### config.mk
export PLATFORM = sky130hd
export DESIGN_NAME = smw_write_turnaround
export DESIGN_NICKNAME = d
export VERILOG_FILES = /design/src/core/smw_pkg.sv /design/src/core/smw_fifo.sv /design/src/core/smw_wait_counter.sv /design/src/core/smw_write_turnaround.sv
export SDC_FILE = /design/constraint.sdc
export NUM_CORES = 2
export LEC_CHECK = 0
export BUFFER_PORTS_ARGS = -buffer_cell sky130_fd_sc_hd__buf_2
export CAP_MARGIN = 20
export CELL_PAD_IN_SITES_DETAIL_PLACEMENT = 1
export CELL_PAD_IN_SITES_GLOBAL_PLACEMENT = 1
export CORE_UTILIZATION = 55
export DETAILED_ROUTE_END_ITERATION = 8
export PLACE_DENSITY = 0.86
export SLEW_MARGIN = 5
export SYNTH_ARGS = -nofsm -noshare
export SYNTH_HDL_FRONTEND = slang
export SYNTH_SLANG_ARGS = --single-unit
export TNS_END_PERCENT = 50
### constraint.sdc
create_clock -name sys_clk -period 5.84 [get_ports sys_clk]
set_clock_uncertainty 0.1 [all_clocks]
set_input_delay 0.292 -clock sys_clk [delete_from_list [all_inputs] [get_ports sys_clk]]
set_output_delay 0.292 -clock sys_clk [all_outputs]
set_load 0.005 [all_outputs]
### src/core/smw_pkg.sv
// constants, types and state set for the static memory write sequencer
package smw_pkg;
   // ***********************************************
   // widths
   // ***********************************************
   localparam int SMW_ADDR_W     = 28;
   localparam int SMW_DATA_W     = 32;
   localparam int SMW_BANKS      = 4;
   localparam int SMW_BANK_W     = 2;
   localparam int SMW_WEDLY_W    = 4;
   localparam int SMW_WAIT_W     = 5;
   localparam int SMW_TURN_W     = 5;
   localparam int SMW_CNT_W      = 5;
   localparam int SMW_FIFO_DEPTH = 32;
   localparam int SMW_REQ_W      = 1 + SMW_BANK_W + SMW_ADDR_W + SMW_DATA_W;
   // ***********************************************
   // limits and field positions
   // ***********************************************
   localparam logic [SMW_TURN_W-1:0] SMW_TURN_MAX = 5'h10;
   localparam int SMW_F_WDATA_LO = 0;
   localparam int SMW_F_ADDR_LO  = SMW_DATA_W;
   localparam int SMW_F_BANK_LO  = SMW_DATA_W + SMW_ADDR_W;
   localparam int SMW_F_WRITE    = SMW_REQ_W - 1;
   localparam logic [SMW_BANKS-1:0]  SMW_CS_IDLE  = 4'hf;
   localparam logic [SMW_CNT_W-1:0]  SMW_CNT_ONE  = 5'h01;
   // ***********************************************
   // sequencer states
   // ***********************************************
   typedef enum logic [3:0] {
      SMW_IDLE, SMW_PROC1, SMW_PROC2, SMW_TURN, SMW_ADDR, SMW_WEDLY,
      SMW_WEACT, SMW_WEOFF, SMW_CSOFF, SMW_RDADDR, SMW_RDRET
   } smw_state_e;
endpackage : smw_pkg

### src/core/smw_fifo.sv
// request buffer between port arbitration and the memory sequencer
`timescale 1ns/1ps
module smw_fifo
   import smw_pkg::*;
#(
   parameter int WIDTH = SMW_REQ_W,
   parameter int DEPTH = SMW_FIFO_DEPTH
) (
   // clock and reset
   input  wire logic             sys_clk,
   input  wire logic             rstn,
   input  wire logic             clk_en,
   // fill side
   input  wire logic             in_valid,
   output logic                  in_ready,
   input  wire logic [WIDTH-1:0] in_data,
   // drain side
   output logic                  out_valid,
   input  wire logic             out_ready,
   output logic      [WIDTH-1:0] out_data
);
   localparam int PW = $clog2(DEPTH);
   if (DEPTH < 2 || (1 << PW) != DEPTH) begin : g_bad_depth
      $error("smw_fifo depth must be a power of two of at least 2");
   end
   logic [WIDTH-1:0] mem_reg [DEPTH];
   logic [PW-1:0]    wr_reg, wr_next, rd_reg, rd_next;
   logic [PW:0]      cnt_reg, cnt_next;
   logic             rdy_reg, rdy_next;
   logic             push, pop;

   assign push      = in_valid && rdy_reg && clk_en;
   assign pop       = out_ready && (cnt_reg != '0) && clk_en;
   assign in_ready  = rdy_reg;
   assign out_valid = cnt_reg != '0;
   assign out_data  = mem_reg[rd_reg];

   always_comb begin
      wr_next  = push ? wr_reg + 1'b1 : wr_reg;
      rd_next  = pop ? rd_reg + 1'b1 : rd_reg;
      cnt_next = cnt_reg + {{PW{1'b0}}, push} - {{PW{1'b0}}, pop};
      rdy_next = cnt_next != DEPTH[PW:0];
   end

   always_ff @(posedge sys_clk or negedge rstn) begin
      if (!rstn) begin
         wr_reg  <= '0;
         rd_reg  <= '0;
         cnt_reg <= '0;
         rdy_reg <= 1'b1;
      end else begin
         wr_reg  <= wr_next;
         rd_reg  <= rd_next;
         cnt_reg <= cnt_next;
         rdy_reg <= rdy_next;
      end
   end

   always_ff @(posedge sys_clk) begin
      if (push) begin
         mem_reg[wr_reg] <= in_data;
      end
   end
endmodule : smw_fifo

### src/core/smw_wait_counter.sv
// shared down counter for delay, wait and turnaround phases
`timescale 1ns/1ps
module smw_wait_counter
   import smw_pkg::*;
(
   // clock and reset
   input  wire logic                 sys_clk,
   input  wire logic                 rstn,
   input  wire logic                 clk_en,
   // control
   input  wire logic                 load,
   input  wire logic [SMW_CNT_W-1:0] load_val,
   input  wire logic                 dec,
   // status
   output logic                      zero
);
   logic [SMW_CNT_W-1:0] cnt_reg, cnt_next;

   assign zero = cnt_reg == '0;

   always_comb begin
      cnt_next = cnt_reg;
      if (load) begin
         cnt_next = load_val;
      end else if (dec && cnt_reg != '0) begin
         cnt_next = cnt_reg - SMW_CNT_ONE;
      end
   end

   always_ff @(posedge sys_clk or negedge rstn) begin
      if (!rstn) begin
         cnt_reg <= '0;
      end else if (clk_en) begin
         cnt_reg <= cnt_next;
      end
   end
endmodule : smw_wait_counter

### src/core/smw_write_turnaround.sv
// static memory write sequencer with per-bank bus turnaround
// What this block does
// fetch write data at arbitration, two processing cycles, then address and select, enable off
// write data driven cycle after select; enable asserts after the programmed delay cycles
// after enable active, deassert enable, then select and controls inactive next cycle
// identical write timing for any transfer kind or burst type
// every write spends at least one enable-on and one enable-off cycle
// second write word fetched one cycle after the first
// back-to-back write: next select the cycle after controls go inactive
// flash banks written exactly like sram banks
// per-bank turnaround count from 1 to 16 cycles
// turnaround after read before other-bank read or any write
// read then write keeps the pipeline gap even with zero turnaround
// enable follows select by 0 to 15 programmed delay cycles
// enable deasserts one cycle before select at end of write
// no turnaround after writes or between same-bank reads
`timescale 1ns/1ps
module smw_write_turnaround
   import smw_pkg::*;
#(
   parameter int FIFO_DEPTH = SMW_FIFO_DEPTH
) (
   // clock, enable and reset
   input  wire logic                             sys_clk,
   input  wire logic                             rstn,
   input  wire logic                             clk_en,
   // request port after arbitration
   input  wire logic                             req_valid,
   output logic                                  req_ready,
   input  wire logic                             req_write,
   input  wire logic [SMW_BANK_W-1:0]            req_bank,
   input  wire logic [SMW_ADDR_W-1:0]            req_addr,
   input  wire logic [SMW_DATA_W-1:0]            req_wdata,
   // read return
   output logic                                  rd_valid,
   output logic      [SMW_DATA_W-1:0]            rd_data,
   output logic                                  busy,
   // timing configuration
   input  wire logic [SMW_WEDLY_W-1:0]           we_delay_cycles,
   input  wire logic [SMW_WAIT_W-1:0]            write_wait_states,
   input  wire logic [SMW_WAIT_W-1:0]            read_wait_states,
   input  wire logic [SMW_BANKS*SMW_TURN_W-1:0]  turnaround_cycles,
   // static memory pins
   output logic      [SMW_BANKS-1:0]             static_chip_select_n,
   output logic                                  static_write_enable_n,
   output logic                                  static_output_enable_n,
   output logic      [SMW_ADDR_W-1:0]            static_addr,
   output logic      [SMW_DATA_W-1:0]            static_data_out,
   output logic                                  static_data_oe,
   input  wire logic [SMW_DATA_W-1:0]            static_data_in
);
   // ***********************************************
   // helpers
   // ***********************************************
   if (FIFO_DEPTH < 2) begin : g_bad_depth
      $error("smw_write_turnaround needs a fifo depth of at least 2");
   end

   function automatic logic [SMW_TURN_W-1:0] turn_of(input logic [SMW_BANK_W-1:0] b,
                                                     input logic [SMW_BANKS*SMW_TURN_W-1:0] all);
      logic [SMW_TURN_W-1:0] t;
      t = all[b*SMW_TURN_W +: SMW_TURN_W];
      turn_of = (t > SMW_TURN_MAX) ? SMW_TURN_MAX : t;
   endfunction : turn_of

   function automatic logic need_turn(input logic last_rd, input logic [SMW_BANK_W-1:0] last_b,
                                      input logic wr, input logic [SMW_BANK_W-1:0] b);
      need_turn = last_rd && (wr || b != last_b);
   endfunction : need_turn

   // ***********************************************
   // request buffer
   // ***********************************************
   logic                 f_valid, f_pop;
   logic [SMW_REQ_W-1:0] f_data;
   logic                 h_write;
   logic [SMW_BANK_W-1:0] h_bank;

   // data is taken whenever the buffer has room, one word per cycle
   smw_fifo #(.WIDTH(SMW_REQ_W), .DEPTH(FIFO_DEPTH)) u_fifo (
      .sys_clk   (sys_clk),
      .rstn      (rstn),
      .clk_en    (clk_en),
      .in_valid  (req_valid),
      .in_ready  (req_ready),
      .in_data   ({req_write, req_bank, req_addr, req_wdata}),
      .out_valid (f_valid),
      .out_ready (f_pop),
      .out_data  (f_data)
   );
   assign h_write = f_data[SMW_F_WRITE];
   assign h_bank  = f_data[SMW_F_BANK_LO +: SMW_BANK_W];

   // ***********************************************
   // sequencer state
   // ***********************************************
   smw_state_e            state_reg, state_next;
   logic                  cur_write_reg, cur_write_next;
   logic [SMW_BANK_W-1:0] cur_bank_reg, cur_bank_next;
   logic [SMW_ADDR_W-1:0] cur_addr_reg, cur_addr_next;
   logic [SMW_DATA_W-1:0] cur_wdata_reg, cur_wdata_next;
   logic                  last_rd_reg, last_rd_next;
   logic [SMW_BANK_W-1:0] last_bank_reg, last_bank_next;
   logic [SMW_BANKS-1:0]  cs_n_reg, cs_n_next;
   logic                  we_n_reg, we_n_next, oe_n_reg, oe_n_next;
   logic [SMW_ADDR_W-1:0] addr_reg, addr_next;
   logic [SMW_DATA_W-1:0] wdata_reg, wdata_next;
   logic                  doe_reg, doe_next;
   logic                  rv_reg, rv_next, busy_reg, busy_next;
   logic [SMW_DATA_W-1:0] rdata_reg, rdata_next;
   logic                  cnt_load, cnt_dec, cnt_zero, go_start;
   logic [SMW_CNT_W-1:0]  cnt_val;
   logic [SMW_TURN_W-1:0] tv;

   smw_wait_counter u_cnt (
      .sys_clk  (sys_clk),
      .rstn     (rstn),
      .clk_en   (clk_en),
      .load     (cnt_load),
      .load_val (cnt_val),
      .dec      (cnt_dec),
      .zero     (cnt_zero)
   );

   // turnaround uses the setting of the bank that was read last
   assign tv = turn_of(last_bank_reg, turnaround_cycles);

   always_comb begin
      state_next     = state_reg;
      cur_write_next = cur_write_reg;
      cur_bank_next  = cur_bank_reg;
      cur_addr_next  = cur_addr_reg;
      cur_wdata_next = cur_wdata_reg;
      last_rd_next   = last_rd_reg;
      last_bank_next = last_bank_reg;
      cs_n_next      = cs_n_reg;
      we_n_next      = we_n_reg;
      oe_n_next      = oe_n_reg;
      addr_next      = addr_reg;
      wdata_next     = wdata_reg;
      doe_next       = doe_reg;
      rdata_next     = rdata_reg;
      rv_next        = 1'b0;
      f_pop          = 1'b0;
      cnt_load       = 1'b0;
      cnt_dec        = 1'b0;
      cnt_val        = '0;
      go_start       = 1'b0;
      case (state_reg)
         SMW_IDLE: begin
            if (f_valid) begin
               f_pop      = 1'b1;
               state_next = SMW_PROC1;
            end
         end
         SMW_PROC1: begin
            state_next = SMW_PROC2;
         end
         SMW_PROC2: begin
            if (need_turn(last_rd_reg, last_bank_reg, cur_write_reg, cur_bank_reg) && tv != '0) begin
               state_next = SMW_TURN;
               cnt_load   = 1'b1;
               cnt_val    = tv - 1'b1;
            end else begin
               go_start = 1'b1;
            end
         end
         SMW_TURN: begin
            if (cnt_zero) begin
               go_start = 1'b1;
            end else begin
               cnt_dec = 1'b1;
            end
         end
         SMW_ADDR: begin
            doe_next = 1'b1;
            if (we_delay_cycles == '0) begin
               state_next = SMW_WEACT;
               we_n_next  = 1'b0;
               cnt_load   = 1'b1;
               cnt_val    = write_wait_states;
            end else begin
               state_next = SMW_WEDLY;
               cnt_load   = 1'b1;
               cnt_val    = {1'b0, we_delay_cycles - 1'b1};
            end
         end
         SMW_WEDLY: begin
            if (cnt_zero) begin
               state_next = SMW_WEACT;
               we_n_next  = 1'b0;
               cnt_load   = 1'b1;
               cnt_val    = write_wait_states;
            end else begin
               cnt_dec = 1'b1;
            end
         end
         SMW_WEACT: begin
            if (cnt_zero) begin
               state_next = SMW_WEOFF;
               we_n_next  = 1'b1;
            end else begin
               cnt_dec = 1'b1;
            end
         end
         SMW_WEOFF: begin
            state_next     = SMW_CSOFF;
            cs_n_next      = SMW_CS_IDLE;
            doe_next       = 1'b0;
            last_rd_next   = 1'b0;
            last_bank_next = cur_bank_reg;
         end
         SMW_CSOFF: begin
            if (f_valid) begin
               f_pop = 1'b1;
               if (h_write) begin
                  go_start = 1'b1;
               end else begin
                  state_next = SMW_PROC1;
               end
            end else begin
               state_next = SMW_IDLE;
            end
         end
         SMW_RDADDR: begin
            if (cnt_zero) begin
               state_next = SMW_RDRET;
               cs_n_next  = SMW_CS_IDLE;
               oe_n_next  = 1'b1;
               rdata_next = static_data_in;
               rv_next    = 1'b1;
            end else begin
               cnt_dec = 1'b1;
            end
         end
         SMW_RDRET: begin
            state_next     = SMW_IDLE;
            last_rd_next   = 1'b1;
            last_bank_next = cur_bank_reg;
         end
         default: begin
            state_next = SMW_IDLE;
         end
      endcase
      if (f_pop) begin
         cur_write_next = h_write;
         cur_bank_next  = h_bank;
         cur_addr_next  = f_data[SMW_F_ADDR_LO +: SMW_ADDR_W];
         cur_wdata_next = f_data[SMW_F_WDATA_LO +: SMW_DATA_W];
      end
      // same pin sequence for every bank type and transfer kind
      if (go_start) begin
         cs_n_next         = SMW_CS_IDLE;
         cs_n_next[cur_bank_next] = 1'b0;
         addr_next  = cur_addr_next;
         wdata_next = cur_wdata_next;
         we_n_next  = 1'b1;
         if (cur_write_next) begin
            state_next = SMW_ADDR;
         end else begin
            state_next = SMW_RDADDR;
            oe_n_next  = 1'b0;
            cnt_load   = 1'b1;
            cnt_val    = read_wait_states;
         end
      end
      busy_next = state_next != SMW_IDLE;
   end

   always_ff @(posedge sys_clk or negedge rstn) begin
      if (!rstn) begin
         state_reg     <= SMW_IDLE;
         cur_write_reg <= 1'b0;
         cur_bank_reg  <= '0;
         cur_addr_reg  <= '0;
         cur_wdata_reg <= '0;
         last_rd_reg   <= 1'b0;
         last_bank_reg <= '0;
         cs_n_reg      <= SMW_CS_IDLE;
         we_n_reg      <= 1'b1;
         oe_n_reg      <= 1'b1;
         addr_reg      <= '0;
         wdata_reg     <= '0;
         doe_reg       <= 1'b0;
         rdata_reg     <= '0;
         rv_reg        <= 1'b0;
         busy_reg      <= 1'b0;
      end else if (clk_en) begin
         state_reg     <= state_next;
         cur_write_reg <= cur_write_next;
         cur_bank_reg  <= cur_bank_next;
         cur_addr_reg  <= cur_addr_next;
         cur_wdata_reg <= cur_wdata_next;
         last_rd_reg   <= last_rd_next;
         last_bank_reg <= last_bank_next;
         cs_n_reg      <= cs_n_next;
         we_n_reg      <= we_n_next;
         oe_n_reg      <= oe_n_next;
         addr_reg      <= addr_next;
         wdata_reg     <= wdata_next;
         doe_reg       <= doe_next;
         rdata_reg     <= rdata_next;
         rv_reg        <= rv_next;
         busy_reg      <= busy_next;
      end
   end

   assign static_chip_select_n   = cs_n_reg;
   assign static_write_enable_n  = we_n_reg;
   assign static_output_enable_n = oe_n_reg;
   assign static_addr            = addr_reg;
   assign static_data_out        = wdata_reg;
   assign static_data_oe         = doe_reg;
   assign rd_valid               = rv_reg;
   assign rd_data                = rdata_reg;
   assign busy                   = busy_reg;

   // ***********************************************
   // checks
   // ***********************************************
   logic [SMW_CNT_W-1:0] we_age_reg, turn_age_reg;
   always_ff @(posedge sys_clk or negedge rstn) begin
      if (!rstn) begin
         we_age_reg   <= '0;
         turn_age_reg <= '0;
      end else if (clk_en) begin
         we_age_reg   <= (state_reg == SMW_ADDR) ? SMW_CNT_ONE : we_age_reg + SMW_CNT_ONE;
         turn_age_reg <= (state_reg == SMW_TURN) ? turn_age_reg + SMW_CNT_ONE : SMW_CNT_ONE;
      end
   end
endmodule : smw_write_turnaround

==> results.ini <==
[run_status]
status = finished with violations
violations = DRC

[hold_path]
min_to = rd_data[29]
hp-class = in -> reg
hold_depth = 3
hp-start = static_data_in[29]

[final_layout]
layout-drive-gt1-share_pct = 27.33
largest_register_ff_count = 2016
area_growth_pct = 14.12
n_fill_cell = 12570
fin_util_pct = 63.35
stdcell_count = 6723
layout_commonest_cell = edfxtp_1
final_nets = 4635
layout_common_cells = 2016 x edfxtp_1, 522 x mux4_2, 367 x nand2_1

[die]
die_area_sq_um = 157200
die_w_um = 396.5
die_h_um = 396.5
rows = 144
core_sq_um = 154200
start_util_pct = 55.51
ios = 235

[yosys]
yosys_warnings = 0
netlist_area_sq_um = 85610
avgSynthCellArea_sq_um = 21.18
seq_area_frac_synth_pct = 76.36
async_reset_ff_share_pct = 8.737
synth.distinct_cells = 68
synthFlopType = edfxtp_1
synth-seq-cells = 2209
netlist_instances = 4043
synth_nets = 4195
synth_edf_count = 2016

[sta]
fmax_mhz = 232.9
setup_viol = 0
rsz0062_at_grt = false
post-route-min-period_ps = 4294
hold_violations = 0
setup_tns_ps = 0
finalMaxSlewViolations = 0
slew_headroom_pct = 23.11
post-route-period-util_pct = 73.53
tightest_slew_ps = 1153

[worst_setup_path]
path_class = reg -> reg
worstSetupStartpointType = flip-flop
crit_required_ps = 6490
timing.rr.end = u_cnt.cnt_reg[1]
r2r_slack_ps = 1550
r2r_cells = 8
worst_ep_arrival_time_ps = 4940
end_kind = flip-flop
crit_fanout = 43
reg2reg_from = state_reg[0]

[placed_design]
dpl.cell_count = 6194
dpl.hpwl_mm = 123.7
gp_congestion = 0.7761
io_buffers = 234

[cts]
postCtsHoldBufs = 115
clkTransAtPathRegs_ps = 60
clk_latency_ps = 900
root_buffer = clkbuf_16
cts_buffers = 213
cts_buffer_depth = 3
cts_sinks = 2209
cts_resized = 0
htreeDepth = 4
post-cts-setup-buffers = 0
cts_tree = built

[drt]
viasPerCell = 7.041
first_iter_violations = 7679
num_vias = 47340
firstDrtPassIters = 9
ant_nets = 0
wl_met3_mm = 27.83
drc = 16
drt_wl_total_mm = 266.4
wl_per_cell_um = 39.63
m1WireLength_mm = 90.56
met2RoutedLength_mm = 132.9
top_layer = met5

[power]
power_leakage_uw = 0.03296
p_seq_share_pct = 42.4
swShare_pct = 31.35
p_sw_uw = 14100
power_density_nw_per_um2 = 460.4
clkPwrFrac_pct = 31.4
comb_power_share_pct = 26.2
ir_drop_v = 0.0003922
internal_power_uw = 30880

[job]
max-cap-violations = 0

[global_routing]
globalRouteOverflowTotal = 0
antenna_found_initial = 8
track_usage_pct = 34.31
grt_pass1_wl_mm = 377.5
grt_max_degree = 128
grt_pass1_vias = 49960

==> per-layer routing <==
layer / up-vias / GRT usage, %
met3: 918 / 6.991
met2: 4165 / 56.48
met4: 6 / 17.71
met1: 24730 / 43.52
li1: 17520 / -
met5: - / 0
==> area by class of cell <==
type | instances | area [sq um] | share of cell area (%)
Multi-Input combinational cell | 1583 | 19230 | 19.68
Clock buffer | 282 | 5832 | 5.969
Inverter | 25 | 103.9 | 0.1063
Tap cell | 2044 | 2557 | 2.618
Antenna cell | 6 | 15.01 | 0.01537
Clock inverter | 123 | 1087 | 1.113
Sequential cell | 2209 | 65390 | 66.93
Timing Repair Buffer | 451 | 3490 | 3.572
==> power by group through the flow <==
stage | clock (uW) | sequential (uW) | combinational, uW
after global routing | 14600 | 19100 | 12300
after global placement | 0 | 19200 | 10500
after CTS | 14000 | 19000 | 11600
final | 14100 | 19100 | 11800
after floorplan | 0 | 18900 | 8110
after detailed placement | 0 | 19300 | 11100
==> logic make-up (layout without fill, tap and decap cells) <==
logic type               after synthesis  after routing  synth area share [%]
other                                  0              6                     0
multiplexers                         801            801                 17.04
XOR/XNOR                              19             19                0.1944
AO/OA/AOI/OAI                        260            260                 2.284
flip-flops                          2209           2209                 76.36
adder cells (fa/ha/maj)               19             19                0.2864
AND/OR/NAND/NOR                      484            484                 2.321
buffers and inverters                251            881                 1.508
==> cells in the mapped netlist (3+ instances only) <==
cell type | count | area share, %
a22oi_1 | 21 | 0.18
a21o_1 | 3 | 0.026
o21a_1 | 16 | 0.14
nor2_1 | 58 | 0.25
edfxtp_1 | 2016 | 71
and2_1 | 4 | 0.029
nand3b_1 | 3 | 0.026
nand2b_1 | 6 | 0.044
o21ai_0 | 13 | 0.076
a32o_1 | 45 | 0.53
o211ai_1 | 3 | 0.026
o21ai_1 | 62 | 0.36
dfstp_2 | 7 | 0.21
a221oi_1 | 49 | 0.50
buf_4 | 35 | 0.31
clkbuf_1 | 82 | 0.36
xor2_1 | 8 | 0.082
nor3_1 | 8 | 0.047
a2bb2oi_1 | 5 | 0.051
xnor2_1 | 11 | 0.11
mux4_2 | 522 | 14
mux2_2 | 35 | 0.46
inv_1 | 22 | 0.096
a211oi_1 | 3 | 0.026
a21oi_1 | 13 | 0.076
buf_1 | 39 | 0.17
ha_1 | 18 | 0.26
buf_2 | 52 | 0.30
nand2_1 | 368 | 1.6
mux2i_1 | 244 | 2.9
nand3_1 | 11 | 0.064
or3b_2 | 3 | 0.031
a31oi_1 | 7 | 0.051
nor2b_1 | 7 | 0.051
buf_6 | 16 | 0.21
dfrtp_1 | 186 | 5.4
==> how the worst max path moves through the flow <==
stage,start,endpoint,slack [ps],depth (start not counted)
after detailed placement,clk_en,u_fifo.mem_reg[11][53],2090,5
after floorplan,clk_en,u_fifo.mem_reg[31][0],1280,6
after global placement,u_fifo.rd_reg[0],static_addr[18],2210,8
after global routing,state_reg[0],u_cnt.cnt_reg[1],1450,8
after CTS,state_reg[0],u_cnt.cnt_reg[0],1640,8
final,state_reg[0],u_cnt.cnt_reg[1],1550,8
==> worst max-delay path, cell delays in order (launching register included) <==
cell and delay [ps]:
dfrtp_1 630, nor3_1 350, and2_4 230, buf_4 850, o221a_2 550, mux2i_1 250, dlygate4sd3_1 570, a21oi_1 60
dlygate4sd3_1 570
==> metrics by stage <==
step	setup WS, ps	cell area, sq um	hold slack [ps]	power, uW
global route	1453	97690	93.17	46070
global placement	2212	89540	241.6	29730
finish	1546	97700	95.05	44980
detailed placement	2090	89540	246.9	30350
CTS	1642	97630	31.63	44630
floorplan	1285	85610	-103.6	26990
Note: power is estimated with default switching activity, not from simulation.
